**src/sia_defs.vh**
```
// sia_defs.vh: constants for the sensor input data aligner
// assumes inclusion by bare name from src/ modules
`ifndef SIA_DEFS_VH
`define SIA_DEFS_VH

// register map (word per register, byte address)
`define SIA_ADDR_W          8
`define SIA_REG_CTRL        8'h00
`define SIA_REG_SHIFT       8'h04
`define SIA_REG_PINSEL      8'h08
`define SIA_REG_STATUS      8'h0C
`define SIA_REG_DATA        8'h10

// control register fields
`define SIA_CTRL_EN         0
`define SIA_CTRL_FMT_LO     1
`define SIA_CTRL_FMT_HI     2
`define SIA_CTRL_SWAP       3
`define SIA_CTRL_DATA_POLARITY_INVERT       4
`define SIA_CTRL_PIXEL_CLOCK_EDGE_INVERT   5
`define SIA_CTRL_RST        8'h00

// input formats
`define SIA_FMT_RAW         2'h0
`define SIA_FMT_YC16        2'h1
`define SIA_FMT_YC8         2'h2

// shift select
`define SIA_SHIFT_MAX       3'h7
`define SIA_SHIFT_RST       3'h0

// pin function select
`define SIA_PINSEL_RST      32'h00000000
`define SIA_PINSEL_VID_MASK 32'h0000FFFF

// fifo
`define SIA_FIFO_W          16
`define SIA_FIFO_D          32
`define SIA_FIFO_AW         5

`endif

```
**src/sia_top.v**
```verilog
// sia_top.v: sensor input data aligner, pixel port to 16-bit pixel bus
// assumes pixel clock and data pins are asynchronous to clk_i
// Function
// raw data shifted up by shift select n, low n bits zero-filled
// board wires narrow raw sensors to upper or lower lines, unused tied low
// 16-bit raw: upper port is bits 15..8, lower port bits 7..0
// 16-bit YCbCr luma from upper port; 8-bit with swap set uses upper
// 8-bit YCbCr with swap clear takes byte stream from lower port
// raw widths 8 to 16 bits and YCbCr 8 or 16 bits accepted
// pin function select resets to zero, pins assigned to video
// software clears low 16 pin select bits before capture
// polarity bit inverts every incoming data bit
// clock edge invert bit selects rising or falling sample edge
// one word per active pixel edge, output with valid
// shift select above range behaves as largest shift; the code keeps write bits 2..0 only, so values of 8 and up wrap modulo 8
//
// The strobed register port and the placing of the registers were left to the implementer.
`timescale 1ns/1ps
`default_nettype none
`include "sia_defs.vh"
module sia_top (
  // clock and reset
  input  wire        clk_i,
  input  wire        sys_rst_i,
  // register port
  input  wire [7:0]  reg_addr_i,
  input  wire [31:0] reg_wdata_i,
  input  wire        reg_wr_i,
  input  wire        reg_rd_i,
  output reg  [31:0] reg_rdata_o,
  // sensor pins
  input  wire        pix_clk_i,
  input  wire [7:0]  upper_input_port_i,
  input  wire [7:0]  lower_input_port_i,
  // aligned pixel stream
  output reg  [15:0] pix_data_o,
  output reg         pix_valid_o,
  input  wire        pix_ready_i,
  // status
  output reg         video_pins_o,
  output reg         overflow_o
);
  // control state
  reg  [7:0]  ctrl_q;
  reg  [2:0]  input_shift_select_q;
  reg  [31:0] pin_function_select_q;
  reg         ovf_q;
  reg  [15:0] cap_cnt_q;
  // pin synchronisers
  reg  [2:0]  pclk_s_q;
  reg  [7:0]  up_s1_q;
  reg  [7:0]  up_s2_q;
  reg  [7:0]  lo_s1_q;
  reg  [7:0]  lo_s2_q;
  // alignment stage
  reg  [15:0] algn_q;
  reg         algn_v_q;
  reg  [15:0] algn_d;
  // fifo wiring
  wire        f_in_ready;
  wire        f_out_valid;
  wire [15:0] f_out_data;
  wire        f_out_ready;
  wire        edge_hit;
  wire        rise;
  wire        fall;
  wire [1:0]  fmt;
  wire        luma_chroma_port_swap;
  wire        data_polarity_invert;
  wire        pixel_clock_edge_invert;
  wire        cap_en;
  wire [15:0] raw_in;

  assign fmt                     = ctrl_q[`SIA_CTRL_FMT_HI:`SIA_CTRL_FMT_LO];
  assign luma_chroma_port_swap   = ctrl_q[`SIA_CTRL_SWAP];
  assign data_polarity_invert    = ctrl_q[`SIA_CTRL_DATA_POLARITY_INVERT];
  assign pixel_clock_edge_invert = ctrl_q[`SIA_CTRL_PIXEL_CLOCK_EDGE_INVERT];
  // capture needs enable and the video pin function selected
  assign cap_en = ctrl_q[`SIA_CTRL_EN] & ((pin_function_select_q & `SIA_PINSEL_VID_MASK) == 32'h00000000);

  // left-align with zero fill; all eight 3-bit codes are plain shifts of 0 to 7, none reserved
  function [15:0] sia_align;
    input [15:0] din;
    input [2:0]  n;
    begin
      sia_align = din << n;
    end
  endfunction

  // two-flop synchronisers, pixel clock gets a third stage for edge detect
  always @(posedge clk_i) begin
    if (sys_rst_i) begin
      pclk_s_q <= 3'h0;
      up_s1_q  <= 8'h00;
      up_s2_q  <= 8'h00;
      lo_s1_q  <= 8'h00;
      lo_s2_q  <= 8'h00;
    end else begin
      pclk_s_q <= {pclk_s_q[1:0], pix_clk_i};
      up_s1_q  <= upper_input_port_i;
      up_s2_q  <= up_s1_q;
      lo_s1_q  <= lower_input_port_i;
      lo_s2_q  <= lo_s1_q;
    end
  end

  // edge select on synchronised pixel clock
  assign rise     = pclk_s_q[1] & ~pclk_s_q[2];
  assign fall     = ~pclk_s_q[1] & pclk_s_q[2];
  assign edge_hit = pixel_clock_edge_invert ? fall : rise;

  // port mapping and polarity
  assign raw_in = {up_s2_q, lo_s2_q} ^ {16{data_polarity_invert}};

  // format-dependent mapping onto the internal bus
  always @* begin
    algn_d = raw_in;
    case (fmt)
      `SIA_FMT_RAW: begin
        algn_d = sia_align(raw_in, input_shift_select_q);
      end
      `SIA_FMT_YC16: begin
        algn_d = raw_in;
      end
      `SIA_FMT_YC8: begin
        if (luma_chroma_port_swap) begin
          algn_d = {raw_in[15:8], 8'h00};
        end else begin
          algn_d = {raw_in[7:0], 8'h00};
        end
      end
      default: begin
        algn_d = raw_in;
      end
    endcase
  end

  // capture one word per selected pixel edge
  always @(posedge clk_i) begin
    if (sys_rst_i) begin
      algn_q   <= 16'h0000;
      algn_v_q <= 1'b0;
    end else begin
      algn_v_q <= edge_hit & cap_en;
      if (edge_hit) begin
        algn_q <= algn_d;
      end
    end
  end

  sia_fifo #(
    .WIDTH (`SIA_FIFO_W),
    .DEPTH (`SIA_FIFO_D),
    .AW    (`SIA_FIFO_AW)
  ) u_fifo (
    .clk_i       (clk_i),
    .sys_rst_i   (sys_rst_i),
    .in_valid_i  (algn_v_q),
    .in_ready_o  (f_in_ready),
    .in_data_i   (algn_q),
    .out_valid_o (f_out_valid),
    .out_ready_i (f_out_ready),
    .out_data_o  (f_out_data)
  );

  // output register stage, loads when empty or consumed
  assign f_out_ready = ~pix_valid_o | pix_ready_i;
  always @(posedge clk_i) begin
    if (sys_rst_i) begin
      pix_data_o  <= 16'h0000;
      pix_valid_o <= 1'b0;
    end else if (f_out_ready) begin
      pix_valid_o <= f_out_valid;
      if (f_out_valid) begin
        pix_data_o <= f_out_data;
      end
    end
  end

  // register writes, overflow sticky with set over clear
  always @(posedge clk_i) begin
    if (sys_rst_i) begin
      ctrl_q                <= `SIA_CTRL_RST;
      input_shift_select_q  <= `SIA_SHIFT_RST;
      pin_function_select_q <= `SIA_PINSEL_RST;
      ovf_q                 <= 1'b0;
      cap_cnt_q             <= 16'h0000;
    end else begin
      if (reg_wr_i && reg_addr_i == `SIA_REG_CTRL) begin
        ctrl_q <= reg_wdata_i[7:0];
      end
      if (reg_wr_i && reg_addr_i == `SIA_REG_SHIFT) begin
        input_shift_select_q <= reg_wdata_i[2:0];
      end
      if (reg_wr_i && reg_addr_i == `SIA_REG_PINSEL) begin
        pin_function_select_q <= reg_wdata_i;
      end
      if (algn_v_q && !f_in_ready) begin
        ovf_q <= 1'b1;
      end else if (reg_wr_i && reg_addr_i == `SIA_REG_STATUS && reg_wdata_i[0]) begin
        ovf_q <= 1'b0;
      end
      if (algn_v_q && f_in_ready) begin
        cap_cnt_q <= cap_cnt_q + 16'h0001;
      end
    end
  end

  // register reads, one cycle latency, unmapped reads zero
  always @(posedge clk_i) begin
    if (sys_rst_i) begin
      reg_rdata_o <= 32'h00000000;
    end else if (reg_rd_i) begin
      case (reg_addr_i)
        `SIA_REG_CTRL:   reg_rdata_o <= {24'h000000, ctrl_q};
        `SIA_REG_SHIFT:  reg_rdata_o <= {29'h00000000, input_shift_select_q};
        `SIA_REG_PINSEL: reg_rdata_o <= pin_function_select_q;
        `SIA_REG_STATUS: reg_rdata_o <= {cap_cnt_q, 13'h0000, f_out_valid, f_in_ready, ovf_q};
        `SIA_REG_DATA:   reg_rdata_o <= {16'h0000, algn_q};
        default:         reg_rdata_o <= 32'h00000000;
      endcase
    end else begin
      reg_rdata_o <= 32'h00000000;
    end
  end

  // status outputs
  always @(posedge clk_i) begin
    if (sys_rst_i) begin
      video_pins_o <= 1'b1;
      overflow_o   <= 1'b0;
    end else begin
      video_pins_o <= ((pin_function_select_q & `SIA_PINSEL_VID_MASK) == 32'h00000000);
      overflow_o   <= ovf_q;
    end
  end
endmodule
`default_nettype wire

```
**src/sia_fifo.v**
```verilog
// sia_fifo.v: synchronous fifo with valid/ready on both sides
// assumes a single clock and synchronous active-high reset
`timescale 1ns/1ps
`default_nettype none
module sia_fifo #(
  parameter WIDTH = 16,
  parameter DEPTH = 32,
  parameter AW    = 5
) (
  // clock and reset
  input  wire             clk_i,
  input  wire             sys_rst_i,
  // fill side
  input  wire             in_valid_i,
  output wire             in_ready_o,
  input  wire [WIDTH-1:0] in_data_i,
  // drain side
  output wire             out_valid_o,
  input  wire             out_ready_i,
  output wire [WIDTH-1:0] out_data_o
);
  reg [WIDTH-1:0] mem_q [0:DEPTH-1];
  reg [AW-1:0]    wr_q;
  reg [AW-1:0]    rd_q;
  reg [AW:0]      cnt_q;
  wire            push;
  wire            pop;

  assign in_ready_o  = (cnt_q != DEPTH[AW:0]);
  assign out_valid_o = (cnt_q != {(AW+1){1'b0}});
  assign out_data_o  = mem_q[rd_q];
  assign push        = in_valid_i & in_ready_o;
  assign pop         = out_valid_o & out_ready_i;

  // storage write
  always @(posedge clk_i) begin
    if (push) begin
      mem_q[wr_q] <= in_data_i;
    end
  end

  // pointers and fill count
  always @(posedge clk_i) begin
    if (sys_rst_i) begin
      wr_q  <= {AW{1'b0}};
      rd_q  <= {AW{1'b0}};
      cnt_q <= {(AW+1){1'b0}};
    end else begin
      if (push) begin
        wr_q <= wr_q + 1'b1;
      end
      if (pop) begin
        rd_q <= rd_q + 1'b1;
      end
      if (push && !pop) begin
        cnt_q <= cnt_q + 1'b1;
      end else if (pop && !push) begin
        cnt_q <= cnt_q - 1'b1;
      end
    end
  end
endmodule
`default_nettype wire

```
**config.mk**
```make
export PLATFORM = sky130hd
export DESIGN_NAME = sia_top
export DESIGN_NICKNAME = d
export VERILOG_FILES = /design/src/sia_top.v /design/src/sia_fifo.v
export VERILOG_INCLUDE_DIRS = /design/src /design/src/src
export SDC_FILE = /design/constraint.sdc
export NUM_CORES = 1
export LEC_CHECK = 0
export ABC_AREA = 1
export ABC_CLOCK_PERIOD_IN_PS = 2370
export BUFFER_PORTS_ARGS = -buffer_cell sky130_fd_sc_hd__buf_2
export CAP_MARGIN = 15
export CORE_AREA = 2 2 365 277
export DETAILED_ROUTE_END_ITERATION = 8
export DIE_AREA = 0 0 367 279
export GPL_TIMING_DRIVEN = 0
export PLACE_DENSITY = 0.44
export SLEW_MARGIN = 20
export SYNTH_ARGS = -nofsm -noshare
export SYNTH_HDL_FRONTEND = slang
export SYNTH_HIERARCHICAL = 1
export SYNTH_SLANG_ARGS = --single-unit
```
**constraint.sdc**
```tcl
create_clock -name clk_i -period 2.37 [get_ports clk_i]
set_input_delay 0.1185 -clock clk_i [delete_from_list [all_inputs] [get_ports clk_i]]
set_output_delay 0.1185 -clock clk_i [all_outputs]
set_load 0.05 [all_outputs]
```
# After elaboration in Yosys (flattened, before gate mapping)
# Memories as Yosys holds them, arrays and structs flattened. A register that Yosys moved wholly into a read port is not among the register bits.
# Cells that the tools add are included.
# classes
bitwise_logic	12
n_reduce_logical	20
n_mux	10
eq_ne	6
shift	1
addsub	5
# ops
op	count
case mux 32 bit (5 select lines)	1
logical NOT 32 bit	1
case mux 16 bit (2 select lines)	1
adder 16 x 1 -> 16 bit, second input constant	1
== test 8 x 4 -> 1 bit, second input constant	2
2-to-1 mux 16 bit	1
left shift 16 x 3 -> 16 bit	1
bitwise XOR 16 bit	1
2-to-1 mux 6 bit	2
adder 5 x 1 -> 5 bit, second input constant	2
logical AND 1 bit	9
== test 8 x 3 -> 1 bit, second input constant	1
== test 8 x 5 -> 1 bit, second input constant	1
logical NOT 8 bit	1
adder 6 x 1 -> 6 bit, second input constant	1
AND 1 bit	6
inequality test 6 bit, second input constant	1
nonzero test 6 bit	1
subtractor 6 x 1 -> 6 bit, second input constant	1
2-to-1 mux 1 bit	5
inverter 1 bit	4
nonzero test 2 bit	2
logical NOT 1 bit	3
== test 2 bit, second input constant	1
other kinds (4)	4
# word_totals
input_bits	62
out_inout_bits	51
reg_bits	163
ram_bits	512
n_memories	1
wordCells	74
# mem_list
name	words	word_bits	read_ports	rd_ports_with_merged_regs	wr	line_no	source
u_fifo.mem_q	32	16	1	1	1	sia_fifo.v:22	reg [WIDTH-1:0] mem_q [0:DEPTH-1];

# Longest topological paths before layout
# depth
word_depth	6
ltp_mapped	15
depth_no_buf	15

# By module
# Netlist, hierarchy kept.
# modules_own_cells
module	seq_area_each_um2	cells_per_inst	area_per_inst_um2	instances
sia_fifo	15795.1	1916	22064.9	1
sia_top	3263.1	1050	7314.5	1

# Least setup slack after synthesis
# Ideal clock, no wire load.
# synth_path
path_kind	reg2reg
from	reg u_fifo.cnt_q[0]
to	mem u_fifo.mem_q[13][0] (enable)
arrival_ps	2121
setup_ps	409
stages_incl_launch_ff	7
period_less_slack_ps	2530
path_buffers	2
required_ps	1961
path_slack_ps	-160
cell_sequence	dfxtp_1 -> nor2_1 -> nand4_1 -> nand2_1 -> buf_2 -> buf_2 -> nor3_1
# synth_between
elab_chain_cells	4
# synth_rtl
item	line_no	source
start: declaration	sia_fifo.v:25	reg [AW:0] cnt_q;
start signal: assignment	sia_fifo.v:47	cnt_q <= {(AW+1){1'b0}};
start signal: assignment	sia_fifo.v:56	cnt_q <= cnt_q + 1'b1;
start signal: assignment	sia_fifo.v:58	cnt_q <= cnt_q - 1'b1;
inequality test 6 bit	sia_fifo.v:29	assign in_ready_o = (cnt_q != DEPTH[AW:0]);
net f_in_ready	sia_top.v:60	wire f_in_ready;
AND 1 bit	sia_fifo.v:32	assign push = in_valid_i & in_ready_o;
2-to-1 mux 1 bit	sia_fifo.v:37	if (push) begin
2-to-1 mux 1 bit (implied by the code)	sia_fifo.v:38	mem_q[wr_q] <= in_data_i;
end: declaration	sia_fifo.v:22	
# The timed path passes the listed nets, and every way through them passes these cells.

==> impl_metrics.tcl <==
set metrics [dict create \
    layout-drive-gt1-share_pct 16.6 \
    synth_top_area_cell "sky130_fd_sc_hd__edfxtp_1" \
    io_pins 113 \
    grt_start_max_net_pins 33 \
    p_leak_uw 0.0145 \
    dp_hpwl_um 71300 \
    postSynthRegisterBits 696 \
    drt-wirelength-per-cell_um 21.4 \
    peakVddDrop_mv 0.521 \
    arrival_ns 2.85 \
    antenna_found_initial 2 \
    required_ns 2.90 \
    design.die.area_um2 102000 \
    final.min_clock_period_ns 2.32 \
    synth.net_count 3041 \
    holdWs_ns 0.0426 \
    drt_wl_total_um 100000 \
    finalHoldViolCount 0 \
    period_share_pct 97.9 \
    p_sw_share_pct 35.9 \
    io_buffers 111 \
    floorplan.die.height_um 279 \
    synthesis.area_um2 29400 \
    setup_viol 0 \
    cts_root_buf "sky130_fd_sc_hd__clkbuf_16" \
    synth.distinct_cells 41 \
    drt_pre_antenna_iters 6 \
    synth_warnings 6 \
    worst-slew-pin-transition_ns 1.13 \
    clk-insertion-delay-late_ns 0.66 \
    synthFlopType "sky130_fd_sc_hd__edfxtp_1" \
    maximum_level_of_the_cts_h_tree 3 \
    max_cap_violations 0 \
    clock_sink_count 696 \
    globalRouteOverflowTotal 0 \
    num_rows 100 \
    synthCells 2966 \
    p_sw_uw 12900 \
    globalRouteTotalUtil_pct 19.3 \
    detailroute.via_count 22300 \
    critical_path.startpoint_type "flip-flop" \
    clock_path_buffers 3 \
    clk_pin_slew_worst_paths_ns 0.07 \
    postRouteAntennaNets 0 \
    first_iter_violations 2230 \
    post_synth.cell_area_avg_um2 9.91 \
    detail_route.vias_per_cell 4.76 \
    cts_tree "built" \
    design.core.area_um2 98600 \
    setup_repair_after_global_routing_missed_its_margin "yes" \
    pwr-share-seq_pct 37.7 \
    worst_setup_path_end_kind "flip-flop" \
    netlist_top_cells_area "sky130_fd_sc_hd__edfxtp_1, sky130_fd_sc_hd__nand2_1, sky130_fd_sc_hd__dfxtp_1, sky130_fd_sc_hd__nand3_1, sky130_fd_sc_hd__inv_1" \
    powerDensity_nw_per_um2 994 \
    max_clock_freq_ghz 0.431 \
    fin_nets 3372 \
    cp_max_fo 10 \
    layout_overhead_on_the_synthesized_area_pct 23.3 \
    final.setup_skew_ns 0.0358 \
    fraction_of_post_synthesis_cell_area_in_the_top_cell_type_by_area_pct 52.3 \
    die_width_um 367 \
    cts_inserted_buffers 74 \
    mostFrequentLayoutCell "sky130_fd_sc_hd__nand2_1" \
    async_flop_share_pct 0 \
    via_count_of_the_first_global_routing_pass 20700 \
    final_cell_mix "sky130_fd_sc_hd__nand2_1, sky130_fd_sc_hd__nand3_1, sky130_fd_sc_hd__edfxtp_1, sky130_fd_sc_hd__dfxtp_1, sky130_fd_sc_hd__inv_1" \
    seq_area_frac_synth_pct 64.9 \
    finalCoreUtilization_pct 36.7 \
    route.detailed.drc 0 \
    clockPowerShare_pct 32.8 \
    internal-power_uw 23100 \
    outcome "completed" \
    worstHoldPathType "input pin to flip-flop" \
    setup.worst_path.class "flip-flop to flip-flop" \
    initial_core_utilization_pct 29.8 \
    synth_enable_flop_cells 512 \
    grt_pass1_wl_um 144000 \
    gp_routability_congestion 0.860 \
    slew_headroom_pct 24.4 \
    n_antenna_cell 0 \
    final_max_slew_viol_count 0 \
    num-fill-cells 10100 \
    comb_power_share_pct 29.6 \
]
path summary, 6_finish.rpt:
kind / startpoint / to / slack (ns) / depth (start not counted)
min reg2reg: lo_s1_q[6]$_SDFF_PP0_ / lo_s2_q[6]$_SDFF_PP0_ / 0.40 / 2
max reg2reg: flip-flop / pix_data_o[12]$_SDFFE_PP0P_ / 0.05 / 12
min: reg_addr_i[7] / ovf_q$_SDFFE_PP0P_ / 0.04 / 7
max: flip-flop / pix_data_o[12]$_SDFFE_PP0P_ / 0.05 / 12
power by group through the flow:
stage               sequential [uW]  clock, uW  combinational (uW)
floorplan                     14300          0                5470
global placement              14000          0                9940
detailed placement            13800          0               10100
CTS                           13600      12100               10300
global route                  13600      12500               11500
finish                        13600      11800               10600
metrics by stage:
stage	setup TNS, ns	instances	setup slack (ns)	power [uW]	area (um^2)
CTS	0	4666	0.000612	36000	35900
floorplan	-26.87	2966	-0.160	19700	29500
global placement	-549.31	4403	-2.11	23900	31700
global route	-0.0804	4683	-0.0269	37600	36200
finish	0	4683	0.0489	36000	36200
detailed placement	-66.73	4458	-0.626	24000	32700
worst max-delay path: stages (launching register included):
cell and delay [ns]:
sky130_fd_sc_hd__dfxtp_1 0.32, sky130_fd_sc_hd__inv_1 0.07, sky130_fd_sc_hd__buf_4 0.26, sky130_fd_sc_hd__clkbuf_4 0.31, sky130_fd_sc_hd__nand3_1 0.14, sky130_fd_sc_hd__nand3_1 0.18, sky130_fd_sc_hd__nand2_1 0.13, sky130_fd_sc_hd__nand2_1 0.11
sky130_fd_sc_hd__nand2_1 0.06, sky130_fd_sc_hd__nand2_1 0.06, sky130_fd_sc_hd__nand2_1 0.04, sky130_fd_sc_hd__o21ai_0 0.41, sky130_fd_sc_hd__nor2_1 0.08
flip-flops by register name, indices dropped and copies added (netlist names), 16 cells and up, named ones only:
signal                 cells
algn_q                    16
cap_cnt_q                 16
pin_function_select_q     32
pix_data_o                16
reg_rdata_o               32
u_fifo/mem_q             512
layout make-up:
cell class	count	area (um^2)	area share (%)
Buffer	164	1110	3.05
Inverter	176	671	1.85
Multi-Input combinational cell	1930	9010	24.9
Clock inverter	34	360	0.995
Clock buffer	102	2060	5.70
Tap cell	1326	1660	4.58
Timing Repair Buffer	255	2270	6.26
Sequential cell	696	19100	52.7
logic make-up (layout without fill, tap and decap cells):
family                   after synthesis  after routing  share of synthesized area (%)
adder cells (fa/ha/maj)               13             13                          0.579
AND/OR/NAND/NOR                     1737           1737                           25.2
XOR/XNOR                               8              8                          0.239
AO/OA/AOI/OAI                        172            172                           3.24
flip-flops                           696            696                           64.9
buffers and inverters                340            731                           5.86
routing by layer:
layer	track usage, %	part of all wire (%)	up-vias	wire (um)
met2	26.5	41	635	40800
met5	0	0	-	0
li1	-	-	10700	-
met3	4.88	7.8	116	7780
met1	30.0	50	10800	49600
met4	4.37	1.9	0	1930
cell usage after synthesis, types with 3 or more instances:
library cell	number
sky130_fd_sc_hd__edfxtp_1	512
sky130_fd_sc_hd__a31oi_1	3
sky130_fd_sc_hd__nor2_1	115
sky130_fd_sc_hd__xnor2_1	3
sky130_fd_sc_hd__a21oi_1	73
sky130_fd_sc_hd__nor2_2	4
sky130_fd_sc_hd__o21ai_1	3
sky130_fd_sc_hd__nand4_1	7
sky130_fd_sc_hd__nor3_1	39
sky130_fd_sc_hd__inv_2	9
sky130_fd_sc_hd__nor2_4	6
sky130_fd_sc_hd__xor2_1	5
sky130_fd_sc_hd__ha_1	12
sky130_fd_sc_hd__a21oi_2	18
sky130_fd_sc_hd__dfxtp_1	184
sky130_fd_sc_hd__nand3_1	552
sky130_fd_sc_hd__buf_1	9
sky130_fd_sc_hd__clkinv_1	5
sky130_fd_sc_hd__nand2_1	998
sky130_fd_sc_hd__o21ai_0	71
sky130_fd_sc_hd__nand3b_1	3
sky130_fd_sc_hd__buf_4	30
sky130_fd_sc_hd__clkbuf_1	39
sky130_fd_sc_hd__buf_6	30
sky130_fd_sc_hd__buf_2	54
sky130_fd_sc_hd__inv_1	160
sky130_fd_sc_hd__nand2_2	6
repair_timing:
item,CTS,global route
pin swaps,6,10
endpoints found under the hold margin,76,0
hold buffers,59,0
cloned,0,0
setup buffers,13,17
resized for setup,38,42
endpoints found under the setup margin,376,127
(Power assumes the default switching activity.)
